$ cat src/wdg_pkg.sv
// Package with register map, field layout, reset values and timing counts of the watchdog
package wdg_pkg;
   // ******************************
   // Register map
   // ******************************
   localparam logic [3:0] ADDR_CTRL = 4'h0;
   localparam logic [3:0] ADDR_FLAG = 4'h1;
   localparam logic [3:0] ADDR_IRQ_STAT = 4'h2;
   localparam logic [3:0] ADDR_IRQ_MASK = 4'h3;
   // ******************************
   // Control field layout
   // ******************************
   localparam int CHANGE_UNLOCK_POS = 4;
   localparam int DOG_ENABLE_POS = 3;
   localparam int PERIOD_LSB = 0;
   localparam int PERIOD_W = 3;
   localparam logic [2:0] RESERVED_BITS = 3'h0;
   localparam logic [2:0] PERIOD_RESET = 3'h0;
   localparam logic DOG_ENABLE_RESET = 1'b0;
   // ******************************
   // Flag and interrupt layout
   // ******************************
   localparam int DOG_RESET_FLAG_POS = 0;
   localparam int IRQ_W = 2;
   localparam int IRQ_TIMEOUT_POS = 0;
   localparam int IRQ_REFUSED_POS = 1;
   localparam logic [1:0] IRQ_MASK_RESET = 2'h0;
   // ******************************
   // Timing
   // ******************************
   localparam int SYS_CLK_HZ = 40000000;
   localparam int OSC_HZ = 1000000;
   localparam int OSC_DIV = SYS_CLK_HZ / OSC_HZ;
   localparam int UNLOCK_CYCLES = 4;
   localparam int BASE_TIMEOUT = 16384;
endpackage

$ cat src/wdg_count.sv
// Watchdog timeout counter stepped by the oscillator tick
`timescale 1ns/10ps
`default_nettype none
module wdg_count #(
   parameter int CW = 22,
   parameter int BASE = wdg_pkg::BASE_TIMEOUT
) (
   input wire logic mclk,
   input wire logic rst_n,
   input wire logic tick,
   input wire logic clear,
   input wire logic run,
   input wire logic [2:0] period_sel,
   output logic expire
);
   logic [CW-1:0] count;
   logic [CW-1:0] next_count;
   logic next_expire;
   logic [CW-1:0] limit;

   initial
   begin
      if ((BASE < 2) || (64'(BASE) * 128 > (64'd1 << CW)))
         $error("wdg_count: BASE does not fit the counter");
   end

   always_comb
   begin
      limit = CW'(BASE) << period_sel;
      next_count = count;
      next_expire = 1'b0;
      if (clear || !run)
         next_count = '0;
      else if (tick)
      begin
         // Compare with >= so a shortened period cannot skip past the limit
         if (count >= limit - CW'(1))
         begin
            next_expire = 1'b1;
            next_count = '0;
         end
         else
            next_count = count + CW'(1);
      end
   end

   always_ff @(posedge mclk or negedge rst_n)
   begin
      if (!rst_n)
      begin
         count <= '0;
         expire <= 1'b0;
      end
      else
      begin
         count <= next_count;
         expire <= next_expire;
      end
   end
endmodule
`default_nettype wire

$ cat src/wdg_sync.sv
// Two-stage synchroniser for levels arriving from outside the clock domain
`timescale 1ns/10ps
`default_nettype none
module wdg_sync #(
   parameter int W = 1
) (
   input wire logic mclk,
   input wire logic rst_n,
   input wire logic [W-1:0] async_in,
   output logic [W-1:0] sync_out
);
   logic [W-1:0] stage1;
   logic [W-1:0] next_stage1;
   logic [W-1:0] next_sync_out;

   always_comb
   begin
      next_stage1 = async_in;
      next_sync_out = stage1;
   end

   always_ff @(posedge mclk or negedge rst_n)
   begin
      if (!rst_n)
      begin
         stage1 <= '0;
         sync_out <= '0;
      end
      else
      begin
         stage1 <= next_stage1;
         sync_out <= next_sync_out;
      end
   end
endmodule
`default_nettype wire

$ cat src/wdg_top.sv
// Watchdog timer with timed unlock sequence, register port and interrupt
`timescale 1ns/10ps
`default_nettype none
module wdg_top #(
   parameter int BASE_TIMEOUT = wdg_pkg::BASE_TIMEOUT,
   parameter int OSC_DIV = wdg_pkg::OSC_DIV
) (
   input wire logic mclk,
   input wire logic rst_n,
   input wire logic [3:0] addr,
   input wire logic [7:0] wr_data,
   input wire logic wr_en,
   input wire logic rd_en,
   output logic [7:0] rd_data,
   input wire logic kick_instruction,
   input wire logic chip_reset,
   input wire logic always_on_fuse,
   output logic wdt_reset,
   output logic irq
);
   // ******************************
   // Oscillator tick
   // ******************************
   localparam int DW = $clog2(OSC_DIV + 1);
   logic [DW-1:0] div_cnt;
   logic [DW-1:0] next_div_cnt;
   logic osc_tick;
   logic next_osc_tick;

   initial
   begin
      if (OSC_DIV < 1)
         $error("wdg_top: OSC_DIV must be at least one");
   end

   // The oscillator is modelled as an enable pulse, so no clock crossing is needed
   always_comb
   begin
      next_osc_tick = 1'b0;
      next_div_cnt = div_cnt + DW'(1);
      if (div_cnt >= DW'(OSC_DIV - 1))
      begin
         next_div_cnt = '0;
         next_osc_tick = 1'b1;
      end
   end

   always_ff @(posedge mclk or negedge rst_n)
   begin
      if (!rst_n)
      begin
         div_cnt <= '0;
         osc_tick <= 1'b0;
      end
      else
      begin
         div_cnt <= next_div_cnt;
         osc_tick <= next_osc_tick;
      end
   end

   // ******************************
   // Fuse pin and counter
   // ******************************
   logic fuse_on;
   logic expire;
   logic dog_enable_bit;
   logic [2:0] period_sel;
   logic count_clear;
   logic dog_run;

   wdg_sync #(.W(1)) u_fuse_sync (
      .mclk(mclk),
      .rst_n(rst_n),
      .async_in(always_on_fuse),
      .sync_out(fuse_on)
   );

   assign dog_run = dog_enable_bit || fuse_on;
   assign count_clear = kick_instruction || chip_reset || wdt_reset;

   wdg_count #(.CW(22), .BASE(BASE_TIMEOUT)) u_count (
      .mclk(mclk),
      .rst_n(rst_n),
      .tick(osc_tick),
      .clear(count_clear),
      .run(dog_run),
      .period_sel(period_sel),
      .expire(expire)
   );

   // ******************************
   // Registers
   // ******************************
   logic [2:0] unlock_cnt;
   logic [2:0] next_unlock_cnt;
   logic next_dog_enable_bit;
   logic [2:0] next_period_sel;
   logic dog_reset_flag;
   logic next_dog_reset_flag;
   logic [1:0] irq_stat;
   logic [1:0] next_irq_stat;
   logic [1:0] irq_mask;
   logic [1:0] next_irq_mask;
   logic [7:0] next_rd_data;
   logic next_wdt_reset;
   logic next_irq;
   logic change_unlock_bit;
   logic [1:0] ev;
   logic w_unlock;
   logic w_enable;
   logic [2:0] w_period;

   // One place decides whether a strobe hits a register, so reads and writes agree
   function automatic logic reg_hit(
      input logic strobe,
      input logic [3:0] a,
      input logic [3:0] target
   );
      reg_hit = strobe && (a == target);
   endfunction

   assign change_unlock_bit = (unlock_cnt != 3'h0);
   assign w_unlock = wr_data[wdg_pkg::CHANGE_UNLOCK_POS];
   assign w_enable = wr_data[wdg_pkg::DOG_ENABLE_POS];
   assign w_period = wr_data[wdg_pkg::PERIOD_LSB +: wdg_pkg::PERIOD_W];

   always_comb
   begin
      next_unlock_cnt = unlock_cnt;
      next_dog_enable_bit = dog_enable_bit;
      next_period_sel = period_sel;
      next_dog_reset_flag = dog_reset_flag;
      next_irq_mask = irq_mask;
      ev = 2'h0;
      if (change_unlock_bit)
         next_unlock_cnt = unlock_cnt - 3'h1;
      if (reg_hit(wr_en, addr, wdg_pkg::ADDR_CTRL))
      begin
         if (change_unlock_bit)
         begin
            next_period_sel = w_period;
            next_dog_enable_bit = w_enable;
         end
         else
         begin
            if (w_enable)
               next_dog_enable_bit = 1'b1;
            else if (dog_enable_bit)
               ev[wdg_pkg::IRQ_REFUSED_POS] = 1'b1;
            if (w_period != period_sel)
               ev[wdg_pkg::IRQ_REFUSED_POS] = 1'b1;
         end
         // Any write of the unlock bit opens a fresh window; a zero write closes it
         if (w_unlock)
            next_unlock_cnt = 3'(wdg_pkg::UNLOCK_CYCLES);
         else
            next_unlock_cnt = 3'h0;
      end
      if (reg_hit(wr_en, addr, wdg_pkg::ADDR_FLAG) && !wr_data[wdg_pkg::DOG_RESET_FLAG_POS])
         next_dog_reset_flag = 1'b0;
      if (reg_hit(wr_en, addr, wdg_pkg::ADDR_IRQ_MASK))
         next_irq_mask = wr_data[wdg_pkg::IRQ_W-1:0];
      if (expire)
      begin
         ev[wdg_pkg::IRQ_TIMEOUT_POS] = 1'b1;
         next_dog_reset_flag = 1'b1;
      end
      // Chip reset returns control to its reset values; the flag survives it
      if (chip_reset || wdt_reset)
      begin
         next_unlock_cnt = 3'h0;
         next_dog_enable_bit = wdg_pkg::DOG_ENABLE_RESET;
         next_period_sel = wdg_pkg::PERIOD_RESET;
      end
      // A read clears the status, but an event in the same cycle still lands
      next_irq_stat = irq_stat;
      if (reg_hit(rd_en, addr, wdg_pkg::ADDR_IRQ_STAT))
         next_irq_stat = 2'h0;
      next_irq_stat = next_irq_stat | ev;
      next_irq = |(next_irq_stat & next_irq_mask);
      next_wdt_reset = expire;
   end

   always_ff @(posedge mclk or negedge rst_n)
   begin
      if (!rst_n)
      begin
         unlock_cnt <= 3'h0;
         dog_enable_bit <= wdg_pkg::DOG_ENABLE_RESET;
         period_sel <= wdg_pkg::PERIOD_RESET;
         dog_reset_flag <= 1'b0;
         irq_stat <= 2'h0;
         irq_mask <= wdg_pkg::IRQ_MASK_RESET;
         wdt_reset <= 1'b0;
         irq <= 1'b0;
      end
      else
      begin
         unlock_cnt <= next_unlock_cnt;
         dog_enable_bit <= next_dog_enable_bit;
         period_sel <= next_period_sel;
         dog_reset_flag <= next_dog_reset_flag;
         irq_stat <= next_irq_stat;
         irq_mask <= next_irq_mask;
         wdt_reset <= next_wdt_reset;
         irq <= next_irq;
      end
   end

   // ******************************
   // Read port
   // ******************************
   // Data stand for one cycle only, then fall back to zero
   always_comb
   begin
      next_rd_data = 8'h00;
      if (rd_en)
      begin
         case (addr)
            wdg_pkg::ADDR_CTRL:
               next_rd_data = {wdg_pkg::RESERVED_BITS, change_unlock_bit, dog_run,
                               period_sel};
            wdg_pkg::ADDR_FLAG:
               next_rd_data = {7'h00, dog_reset_flag};
            wdg_pkg::ADDR_IRQ_STAT:
               next_rd_data = {6'h00, irq_stat};
            wdg_pkg::ADDR_IRQ_MASK:
               next_rd_data = {6'h00, irq_mask};
            default:
               next_rd_data = 8'h00;
         endcase
      end
   end

   always_ff @(posedge mclk or negedge rst_n)
   begin
      if (!rst_n)
         rd_data <= 8'h00;
      else
         rd_data <= next_rd_data;
   end
endmodule
`default_nettype wire
$ cat config.mk
export PLATFORM = sky130hd
export DESIGN_NAME = wdg_top
export DESIGN_NICKNAME = d
export VERILOG_FILES = /design/src/wdg_pkg.sv /design/src/wdg_count.sv /design/src/wdg_sync.sv /design/src/wdg_top.sv
export SDC_FILE = /design/constraint.sdc
export NUM_CORES = 1
export LEC_CHECK = 0
export BUFFER_PORTS_ARGS = -buffer_cell sky130_fd_sc_hd__clkbuf_2
export CORE_MARGIN = 5
export CORE_UTILIZATION = 63
export CTS_CLUSTER_SIZE = 40
export DETAILED_ROUTE_END_ITERATION = 12
export PLACE_DENSITY_LB_ADDON = 0.2
export SYNTH_ARGS = -nofsm -noshare
export SYNTH_HDL_FRONTEND = slang
export SYNTH_SLANG_ARGS = --single-unit
$ cat constraint.sdc
create_clock -name mclk -period 5.9 [get_ports mclk]
set_input_delay 0.295 -clock mclk [delete_from_list [all_inputs] [get_ports mclk]]
set_output_delay 0.295 -clock mclk [all_outputs]
set_load 0.1 [all_outputs]
After elaboration in Yosys (flattened, before gate mapping) --
Cells that the tools add are included.
Operators by class: reductions and logical operators 23, bitwise gates (word level) 2, muxes and demuxes 31, shifts and indexed selects 1, $lt $le $gt $ge 2, $add $sub $neg 4, equal/unequal tests 4
Operator list (count):
- 22-bit 2-to-1 mux | 3
- 22-bit by 1-bit adder with 22-bit output, second input constant | 1
- 22-bit >= comparator | 1
- 15-bit by 3-bit << shifter with 22-bit output, first input constant | 1
- 22-bit by 1-bit subtractor with 22-bit output, second input constant | 1
- 3-bit 2-to-1 mux | 7
- 5-bit case mux with 4 select lines | 1
- 1-bit 2-to-1 mux | 16
- 3-bit nonzero test | 3
- 4-bit by 2-bit == test with 1-bit output, second input constant | 2
- 8-bit 2-to-1 mux | 1
- 2-bit nonzero test | 4
- 6-bit by 1-bit adder with 6-bit output, second input constant | 1
- 6-bit >= comparator, second input constant | 1
- 6-bit 2-to-1 mux | 1
- 1-bit logical AND | 5
- 1-bit logical OR | 5
- 4-bit by 1-bit == test with 1-bit output, second input constant | 1
- 4-bit zero test | 1
- 2-bit 2-to-1 mux | 2
- 2-bit AND reduction | 2
- 3-bit inequality test | 1
- 3-bit by 1-bit subtractor with 3-bit output, second input constant | 1
- 2-bit bitwise AND | 1
- other kinds (3) | 4
Word-level totals: word-level logic and storage cells 82, bits of input ports 19, register bits 54

Logic depth before layout (Yosys ltp) --
Gate-level depths: netlist (run 1).
depth in word-level cells 8, mapped depth 9, depth with buffers taken out 7

Modules after synthesis --
From an unflattened synthesis (run 1), not the netlist that was laid out.
Unflattened totals: cells, all modules 271, area total of the unflattened synthesis 2768.9 µm²
Modules (own cells, without submodules):
- wdg_count | times used 1, area each 1486.4 µm², cells an instance 156
- wdg_top | times used 1, area each 1232.4 µm², cells an instance 113
- wdg_sync | times used 1, area each 50.0 µm², cells an instance 2

Least setup slack after synthesis (run 1) --
Ideal clock, no wire load.
path type reg-to-reg, start point reg wdt_reset, end point reg u_count.count[19], stages on the path, launching flop included 7, setup time 80 ps, buffers on the path 1, slack 3822 ps, required time 5820 ps, arrival time 1998 ps, path through dfrtp_1 or2_2 clkbuf_1 nor2_1 and2_0 nand3_2 o211ai_2
Between the ends: cells in the longest elaborated chain, start to end 3
Ends and longest elaborated chain:
- start: declaration | RTL line wdg_top.sv:18 | output logic wdt_reset,
- start signal: assignment | RTL line wdg_top.sv:206 | wdt_reset <= next_wdt_reset;
- 1-bit logical OR * | RTL line wdg_top.sv:80 | assign count_clear = kick_instruction || chip_reset || wdt_reset;
- 1-bit logical OR * | RTL line wdg_count.sv:32 | if (clear || !run)
- 22-bit 2-to-1 mux / 2-bit nonzero test (equally long branches)
- end signal: assignment | RTL line wdg_count.sv:56 | count <= next_count;
- end: declaration | RTL line wdg_count.sv:16 | logic [CW-1:0] count;
Mark *: on every way between the ends. The rest lies on a longest branch, timed or not. A chain may end at the register's enable or synchronous reset.

Worst setup path in the final report (run 1) --
start point reg period_sel[1], end point reg u_count.count[2]
Between the ends: cells in the longest elaborated chain, start to end 6
Ends and longest elaborated chain:
- start: declaration | RTL line wdg_top.sv:68 | logic [2:0] period_sel;
- start signal: assignment | RTL line wdg_top.sv:191 | period_sel <= wdg_pkg::PERIOD_RESET;
- start signal: assignment | RTL line wdg_top.sv:202 | period_sel <= next_period_sel;
- 15-bit by 3-bit << shifter with 22-bit output | RTL line wdg_count.sv:29 | limit = CW'(BASE) << period_sel;
- 22-bit by 1-bit subtractor with 22-bit output | RTL line wdg_count.sv:37 | if (count >= limit - CW'(1))
- 22-bit >= comparator | RTL line wdg_count.sv:37
- 22-bit 2-to-1 mux | RTL line wdg_count.sv:37
- 22-bit 2-to-1 mux | RTL line wdg_count.sv:34 | else if (tick)
- 22-bit 2-to-1 mux | RTL line wdg_count.sv:32
No other way between the ends. The select of a mux whose other input is x is not followed.

==> impl_results.md, run 1 <==
- Run status: finished, final reports clean
- Cell accounting for the most synthesized area: sky130_fd_sc_hd__dfrtp_1
- IO Pins: 29
- Global-route usage over all layers: 19.48%
- Top cells by area in the synthesized netlist: sky130_fd_sc_hd__dfrtp_1 46%, sky130_fd_sc_hd__ha_1 5.4%, sky130_fd_sc_hd__nor2_1 5.1%, sky130_fd_sc_hd__xnor2_1 5.0%, sky130_fd_sc_hd__nand2_1 3.9%
- Maximum clock path buffer count: 2
- Final setup violation count: 0
- Placement-stage worst setup slack: 3400 ps
- Post-route setup slack: 3338 ps
- Share of power burned in the clock network: 32.3%
- Final number of max-transition violations: 0
- Highest attainable clock frequency: slightly below 400 MHz
- Maximum vdd ir drop: approximately 0.00014 V
- Post-layout util: 69.53%
- Routability congestion estimate from global placement: 0.8105
- Standby leakage power: between 1 and 1.5 nW
- CTS clk-pin slew, worst paths: roughly 90 ps
- Pin slew with the least headroom to its limit: around 900 ps
- Number of distinct library cells after synthesis: 57
- Sink Count: 51
- Period utilization: 43.43%
- Final worst hold slack: roughly 73 ps
- Data arrival at the endpoint of the critical path: 2760 ps
- Async SR Flop Fraction: 100.0%
- Cell types with the highest counts after synthesis: 51 x sky130_fd_sc_hd__dfrtp_1, 38 x sky130_fd_sc_hd__nor2_1, 29 x sky130_fd_sc_hd__nand2_1
- Worst flop-to-flop path startpoint: period_sel[1]
- Final instance area: 0.003007 sq mm
- Worst setup path category: reg2reg
- Starting DRC count in detailed routing: 110
- CTS tree: done
- Worst setup path start: period_sel[1]
- Worst hold path type: in2async
- Clock Root Buffer: sky130_fd_sc_hd__clkbuf_8
- Layout area overhead: 8.048%
- Final routed wirelength across all metal layers: between 5000 and 6000 um
- Most instantiated library cell after synthesis: sky130_fd_sc_hd__dfrtp_1
- Overall via count from detail_route: 2112
- Number of H-tree levels: 2
- Endpoint class of the critical path: flop
- Post-route antenna net violation count: 0
- Final Hold Fails: 0
- Net switching power figure: ~0.21 mW
- DRC Markers: 0
- Detailed-router iteration count before antenna repair: 4
- Starting utilization of the core area: between 60% and 70%
- Fin nets: between 300 and 400
- Flop and latch count out of synthesis: 51
- Detail-routed net length per standard cell: 15.04 um
- Pin count of the biggest net entering global routing: 52
- Skew-Pair Late Insertion Delay: 310 ps
- Count of input and output buffers: 22
- Skew final: ~12 ps
- Total placed instance area: 0.002894 sq mm
- Post-layout min period: 2562 ps
- Congestion Overflow GR: 0
- Dpl hpwl: 3883 um
- Count of flip-flops with a built-in enable after synthesis: 0
- Sequential share of the synthesized area: roughly 46%
- Mean cell area of the mapped netlist: 9.730 sq um
- Count of synthesis-stage warnings from yosys: 0
- Number of max-capacitance violations reported: 0
- Total Neg Setup Slack: 0 ps
- Switching Fraction: between 20% and 30%
- Max Fanout on Critical Path: 11
- Share of cells above drive strength 1: 14.38%
- Internal power contribution: 0.5376 mW
- Power Density: 249.2 mW/mm^2
- Average vias per placed instance: 5.899
- Antenna violations before repair: 0
- Cell area after technology mapping: around 0.0028 sq mm
- Total power: 0.7492 mW
- Placeable core area: 0.004324 sq mm
- Number of global-route vias before repair: 2037
- Full die area: 0.005846 sq mm
- Worst relative slew slack: 40.94%
- Post-CTS repair timing setup buffer count: 0
- Combinational cell fraction of total power: between 15 and 20%
- Post-cts resize count: 0
- Part of the total power dissipated in sequential elements: roughly half
- Required @ worst endpoint: 6100 ps
- Hold bufs inserted after CTS: 0
- Vert. Die Dim: 76.46 um
- Proportion of netlist area held by the largest area contributor: roughly 46%
- Num CTS Buffers: 5
- Antenna diode count: 0
- Non-filler cells in the finished layout: 358
- Site row count: 24
- Most common flop cell mapped by yosys: sky130_fd_sc_hd__dfrtp_1
- Setup repair after global routing missed its margin: false
- First-pass GRT wire length: 9356 um
- Horiz. Die Dim: around 76 um
- Placed cells: 350
- Mapped Cells: 286
- Sort of element at the start of the critical path: flop
[cell usage in the layout (no fill, tap or decap), types with 3 or more instances in the layout]
master                       n
sky130_fd_sc_hd__dfrtp_1    51
sky130_fd_sc_hd__nor2_1     38
sky130_fd_sc_hd__nand2_1    29
sky130_fd_sc_hd__clkbuf_2   22
sky130_fd_sc_hd__nand3_1    17
sky130_fd_sc_hd__xnor2_1    16
sky130_fd_sc_hd__ha_1       12
sky130_fd_sc_hd__inv_1      10
sky130_fd_sc_hd__a21oi_1     9
sky130_fd_sc_hd__nor3_1      6
sky130_fd_sc_hd__nand4_1     5
sky130_fd_sc_hd__and4_1      5
sky130_fd_sc_hd__clkbuf_8    5
sky130_fd_sc_hd__o21ai_0     4
sky130_fd_sc_hd__and3_1      4
sky130_fd_sc_hd__o2111ai_1   4
sky130_fd_sc_hd__nor3b_1     4
sky130_fd_sc_hd__conb_1      4
sky130_fd_sc_hd__mux2_2      3
sky130_fd_sc_hd__a22oi_1     3
sky130_fd_sc_hd__nor2b_1     3
sky130_fd_sc_hd__xor2_1      3
sky130_fd_sc_hd__nand2b_1    3
sky130_fd_sc_hd__o31a_1      3
sky130_fd_sc_hd__nor4_1      3
[final timing paths]
kind	endpoint	slack, ps	cells past startpoint
worst min register to register	u_fuse_sync.sync_out	360	0
worst max-delay path	u_count.count[2]	3340	7
worst min-delay path	u_count.count[12]	70	2
worst max register to register	u_count.count[2]	3340	7
max in group asynchronous	u_count.count[19]	5400	2
min in group mclk	u_fuse_sync.next_sync_out	80	1
[power groups by stage]
stage	clock network, mW	registers (mW)	logic [mW]
after floorplan	0	0.397	0.0835
after global placement	0	0.383	0.127
after detailed placement	0	0.383	0.132
after CTS	0.247	0.376	0.133
after global routing	0.264	0.379	0.147
final	0.242	0.376	0.131
[routing by layer]
layer	track usage, %	share of wire (%)	vias up
met4	7.343	1.4	0
met2	30.39	49	38
li1	-	-	1040
met1	26.99	46	1024
met3	3.546	3.5	10
met5	0	0	-
[cells by family after synthesis]
| group | count (synthesis) | share of synthesized area, % |
|---|---|---|
| compound gates | 45 | 12.10 |
| xor+xnor | 19 | 5.980 |
| fa+ha+maj | 12 | 5.396 |
| buf+inv | 23 | 4.182 |
| flops | 51 | 45.86 |
| mux | 5 | 2.383 |
| other cells | 2 | 0.2699 |
| simple gates | 129 | 23.83 |
[sequential cells by signal, indices dropped and copies added, names as in the netlist]
name                       flops
div_cnt                        6
irq_stat                       2
irq_mask                       2
unlock_cnt                     3
period_sel                     3
irq                            1
u_fuse_sync.next_sync_out      1
u_count.count                 22
u_fuse_sync.sync_out           1
rd_data                        5
wdt_reset                      1
osc_tick                       1
u_count.expire                 1
dog_reset_flag                 1
dog_enable_bit                 1
[worst max-delay path: stages, from the launching register on]
cell and delay [ps]:
sky130_fd_sc_hd__dfrtp_1 540, sky130_fd_sc_hd__nand3_1 150, sky130_fd_sc_hd__ha_1 310, sky130_fd_sc_hd__and4_1 240, sky130_fd_sc_hd__and4_4 160, sky130_fd_sc_hd__a32oi_2 500, sky130_fd_sc_hd__nand2_1 250, sky130_fd_sc_hd__o311ai_1 300
[final cells by class]
| cell class | instances | area [sq um] |
|---|---|---|
| Multi-Input combinational cell | 214 | 1398 |
| Fill cell | 331 | 1318 |
| Sequential cell | 51 | 1276 |
| Timing Repair Buffer | 23 | 117.6 |
| Clock buffer | 5 | 68.82 |
| Tap cell | 52 | 65.06 |
| Clock inverter | 3 | 43.79 |
| Inverter | 10 | 37.54 |
(Power assumes the default switching activity.)
==> run 2: changes to the inputs <==
CORE_UTILIZATION = 58   (was 63)
clock period = 2.5 ns   (was 5.9 ns; I/O delays follow)
==> run 2 against run 1 <==
First-iteration DRC count increased by 2.7%. Highest routed layer unchanged. Global-route usage fell by 0.73 points. Largest power group unchanged. Worst hold slack lost 16 ps. Largest cell class unchanged.
==> impl_results.md, run 2 (same netlist as run 1, synthesis figures left out) <==
- Run status: finished, final reports clean (unchanged)
- Antenna diode count: 0 (unchanged)
- Average vias per placed instance: 5.716 (was 5.899)
- Starting utilization of the core area: 59.31% (was 64.35%)
- Skew final: 3.471 ps (was 11.84 ps)
- Congestion Overflow GR: 0 (unchanged)
- Register-to-Register Setup Slack: 320 ps (was 3340 ps)
- Non-filler cells in the finished layout: 366 (was 358)
- Post-cts resize count: 0 (unchanged)
- Power Density: 557.3 mW/mm^2 (was 249.2 mW/mm^2)
- Sink Count: 51 (unchanged)
- Reg with most FFs: u_count.count (unchanged)
- Final Hold Fails: 0 (unchanged)
- First-pass GRT wire length: 9501 um (was 9356 um)
- Post-route setup slack: 324.2 ps (was 3338 ps)
- Most common library cell in the layout ignoring fill and taps: sky130_fd_sc_hd__dfrtp_1 (unchanged)
- Cells on Worst Hold Path: 3
- Fin nets: 342 (was 336)
- Final number of max-transition violations: 0 (unchanged)
- Worst setup path category: reg2reg (unchanged)
- Overall via count from detail_route: 2092 (was 2112)
- Total Neg Setup Slack: 0 ps (unchanged)
- Maximum vdd ir drop: 0.0003462 V (was 0.0001376 V)
- Maximum clock path buffer count: 2 (unchanged)
- Pin slew with the least headroom to its limit: 841.2 ps (was 882.7 ps)
- Vert. Die Dim: 79.27 um (was 76.46 um)
- Worst relative slew slack: 43.72% (was 40.94%)
- Worst setup path start: period_sel[1] (unchanged)
- Standby leakage power: 1.318 nW (was 1.303 nW)
- Detail-routed net length per standard cell: 14.22 um (was 15.04 um)
- Detailed-router iteration count before antenna repair: 4 (unchanged)
- Layout area overhead: 9.442% (was 8.048%)
- Post-layout min period: 2176 ps (was 2562 ps)
- Global-route usage over all layers: 18.75% (was 19.48%)
- Worst flop-to-flop path startpoint: period_sel[1] (unchanged)
- Antenna violations before repair: 0 (unchanged)
- Site row count: 25 (was 24)
- Leading cell types in the layout, fill and taps excluded: 51 x sky130_fd_sc_hd__dfrtp_1, 38 x sky130_fd_sc_hd__nor2_1, 29 x sky130_fd_sc_hd__nand2_1 (unchanged)
- Routability congestion estimate from global placement: 0.8339 (was 0.8105)
- Period utilization: 87.03% (was 43.43%)
- Max Fanout on Critical Path: 9 (was 11)
- Final routed wirelength across all metal layers: 5206 um (was 5384 um)
- Total power: 1.697 mW (was 0.7492 mW)
- Dpl hpwl: 3872 um (was 3883 um)
- Post-CTS repair timing setup buffer count: 0 (unchanged)
- Worst Hold End: rd_data[1]
- CTS tree: done (unchanged)
- Endpoint class of the critical path: flop (unchanged)
- Data arrival at the endpoint of the critical path: 2410 ps (was 2760 ps)
- Number of global-route vias before repair: 2109 (was 2037)
- Placement-stage worst setup slack: 338.5 ps (was 3400 ps)
- Registers with the most flip-flops: u_count.count: 22 flops, div_cnt: 6 flops, rd_data: 5 flops (unchanged)
- Total area of sequential cells: 0.001276 sq mm (unchanged)
- Worst reg2reg path depth: 8 (was 7)
- Skew-Pair Late Insertion Delay: 300 ps (was 310 ps)
- Clock Root Buffer: sky130_fd_sc_hd__clkbuf_8 (unchanged)
- Combined area of the multi-input logic cells: 0.001398 sq mm (unchanged)
- Total of fill cells in the finished design: 390 (was 331)
- Post-route antenna net violation count: 0 (unchanged)
- Num CTS Buffers: 5 (unchanged)
- R2r endpoint: u_count.count[12] (was u_count.count[2])
- Min-Delay Startpoint: rd_en
- Full die area: 0.006283 sq mm (was 0.005846 sq mm)
- Number of H-tree levels: 2 (unchanged)
- Highest attainable clock frequency: 459.6 MHz (was 390.2 MHz)
- Number of max-capacitance violations reported: 0 (unchanged)
- Setup repair after global routing missed its margin: false (unchanged)
- Starting DRC count in detailed routing: 113 (was 110)
- Final setup violation count: 0 (unchanged)
- Worst hold path type: in2reg (was in2async)
- Pin count of the biggest net entering global routing: 52 (unchanged)
- Sort of element at the start of the critical path: flop (unchanged)
- IO Pins: 29 (unchanged)
- Share of cells above drive strength 1: 15.38% (was 14.38%)
- Count of input and output buffers: 22 (unchanged)
- Placed cells: 356 (was 350)
- Required @ worst endpoint: 2730 ps (was 6100 ps)
- DRC Markers: 0 (unchanged)
- Placeable core area: 0.004692 sq mm (was 0.004324 sq mm)
- Horiz. Die Dim: 79.27 um (was 76.46 um)
- Number of flip-flops under the largest register name: 22 (unchanged)
- CTS clk-pin slew, worst paths: 90 ps (about the same)
==> run 2: cell types whose count changed in the layout (fill, tap and decap cells not counted) <==
cell / previous run / this run
sky130_fd_sc_hd__clkbuf_8: 5 / 6
sky130_fd_sc_hd__clkinvlp_4: 0 / 1
sky130_fd_sc_hd__buf_4: 1 / 5
sky130_fd_sc_hd__bufinv_16: 1 / 0
sky130_fd_sc_hd__dlygate4sd3_1: 0 / 2
sky130_fd_sc_hd__clkinv_2: 1 / 0
==> run 2: how the worst max path moves through the flow <==
stage / endpoint / slack (ps) / depth (start not counted)
after floorplan: u_count.count[19] / 420 / 6
after global placement: u_count.count[3] / 360 / 8
after detailed placement: u_count.count[12] / 340 / 8
after CTS: u_count.count[12] / 320 / 8
after global routing: u_count.count[4] / 100 / 8
final: u_count.count[12] / 320 / 8
==> run 2: power by group <==
part | internal [mW] | leakage (nW) | total [mW] | switching, mW
combinational | 0.108 | 0.580 | 0.316 | 0.208
clock | 0.226 | 0.0474 | 0.494 | 0.268
sequential | 0.866 | 0.691 | 0.887 | 0.0210
==> run 2: stage by stage <==
step	hold WS, ps	util (%)	area (sq um)
global placement	233.1	62.37	2927
global route	50.27	64.91	3045
CTS	50.15	64.91	3045
detailed placement	235.5	62.37	2927
finish	57.34	64.91	3045
floorplan	-170.6	-	2790
==> run 2: timing repair <==
item | CTS | global route
hold buffers | 2 | 0
setup endpoints to repair | 0 | 0
endpoints found under the hold margin | 52 | 0
==> run 2: area by class of cell <==
class | instances | area share, %
clock buffers | 6 | 2.712
clock inverters | 2 | 0.5341
inverters | 10 | 1.233
multi-input cells | 214 | 45.89
flip-flops and latches | 51 | 41.91
well taps | 54 | 2.219
repair buffers | 29 | 5.505
==> run 2: layer usage <==
metal  global-route usage (%)  share of wire (%)  vias to the layer above
li1                         -                  -                     1054
met1                    25.22                 47                     1012
met2                    30.64                 49                       24
met3                    4.535                3.2                        2
met4                    4.467               0.44                        0
met5                        0                  0                        -
==> run 2: worst max-delay path, cell delays in order (launching register included) <==
cell and delay, ps:
sky130_fd_sc_hd__dfrtp_1 510, sky130_fd_sc_hd__nand3_1 130, sky130_fd_sc_hd__ha_1 300, sky130_fd_sc_hd__and4_1 240, sky130_fd_sc_hd__and4_4 160, sky130_fd_sc_hd__a22oi_1 150
sky130_fd_sc_hd__nand3_1 270, sky130_fd_sc_hd__buf_4 250, sky130_fd_sc_hd__nor2_1 100
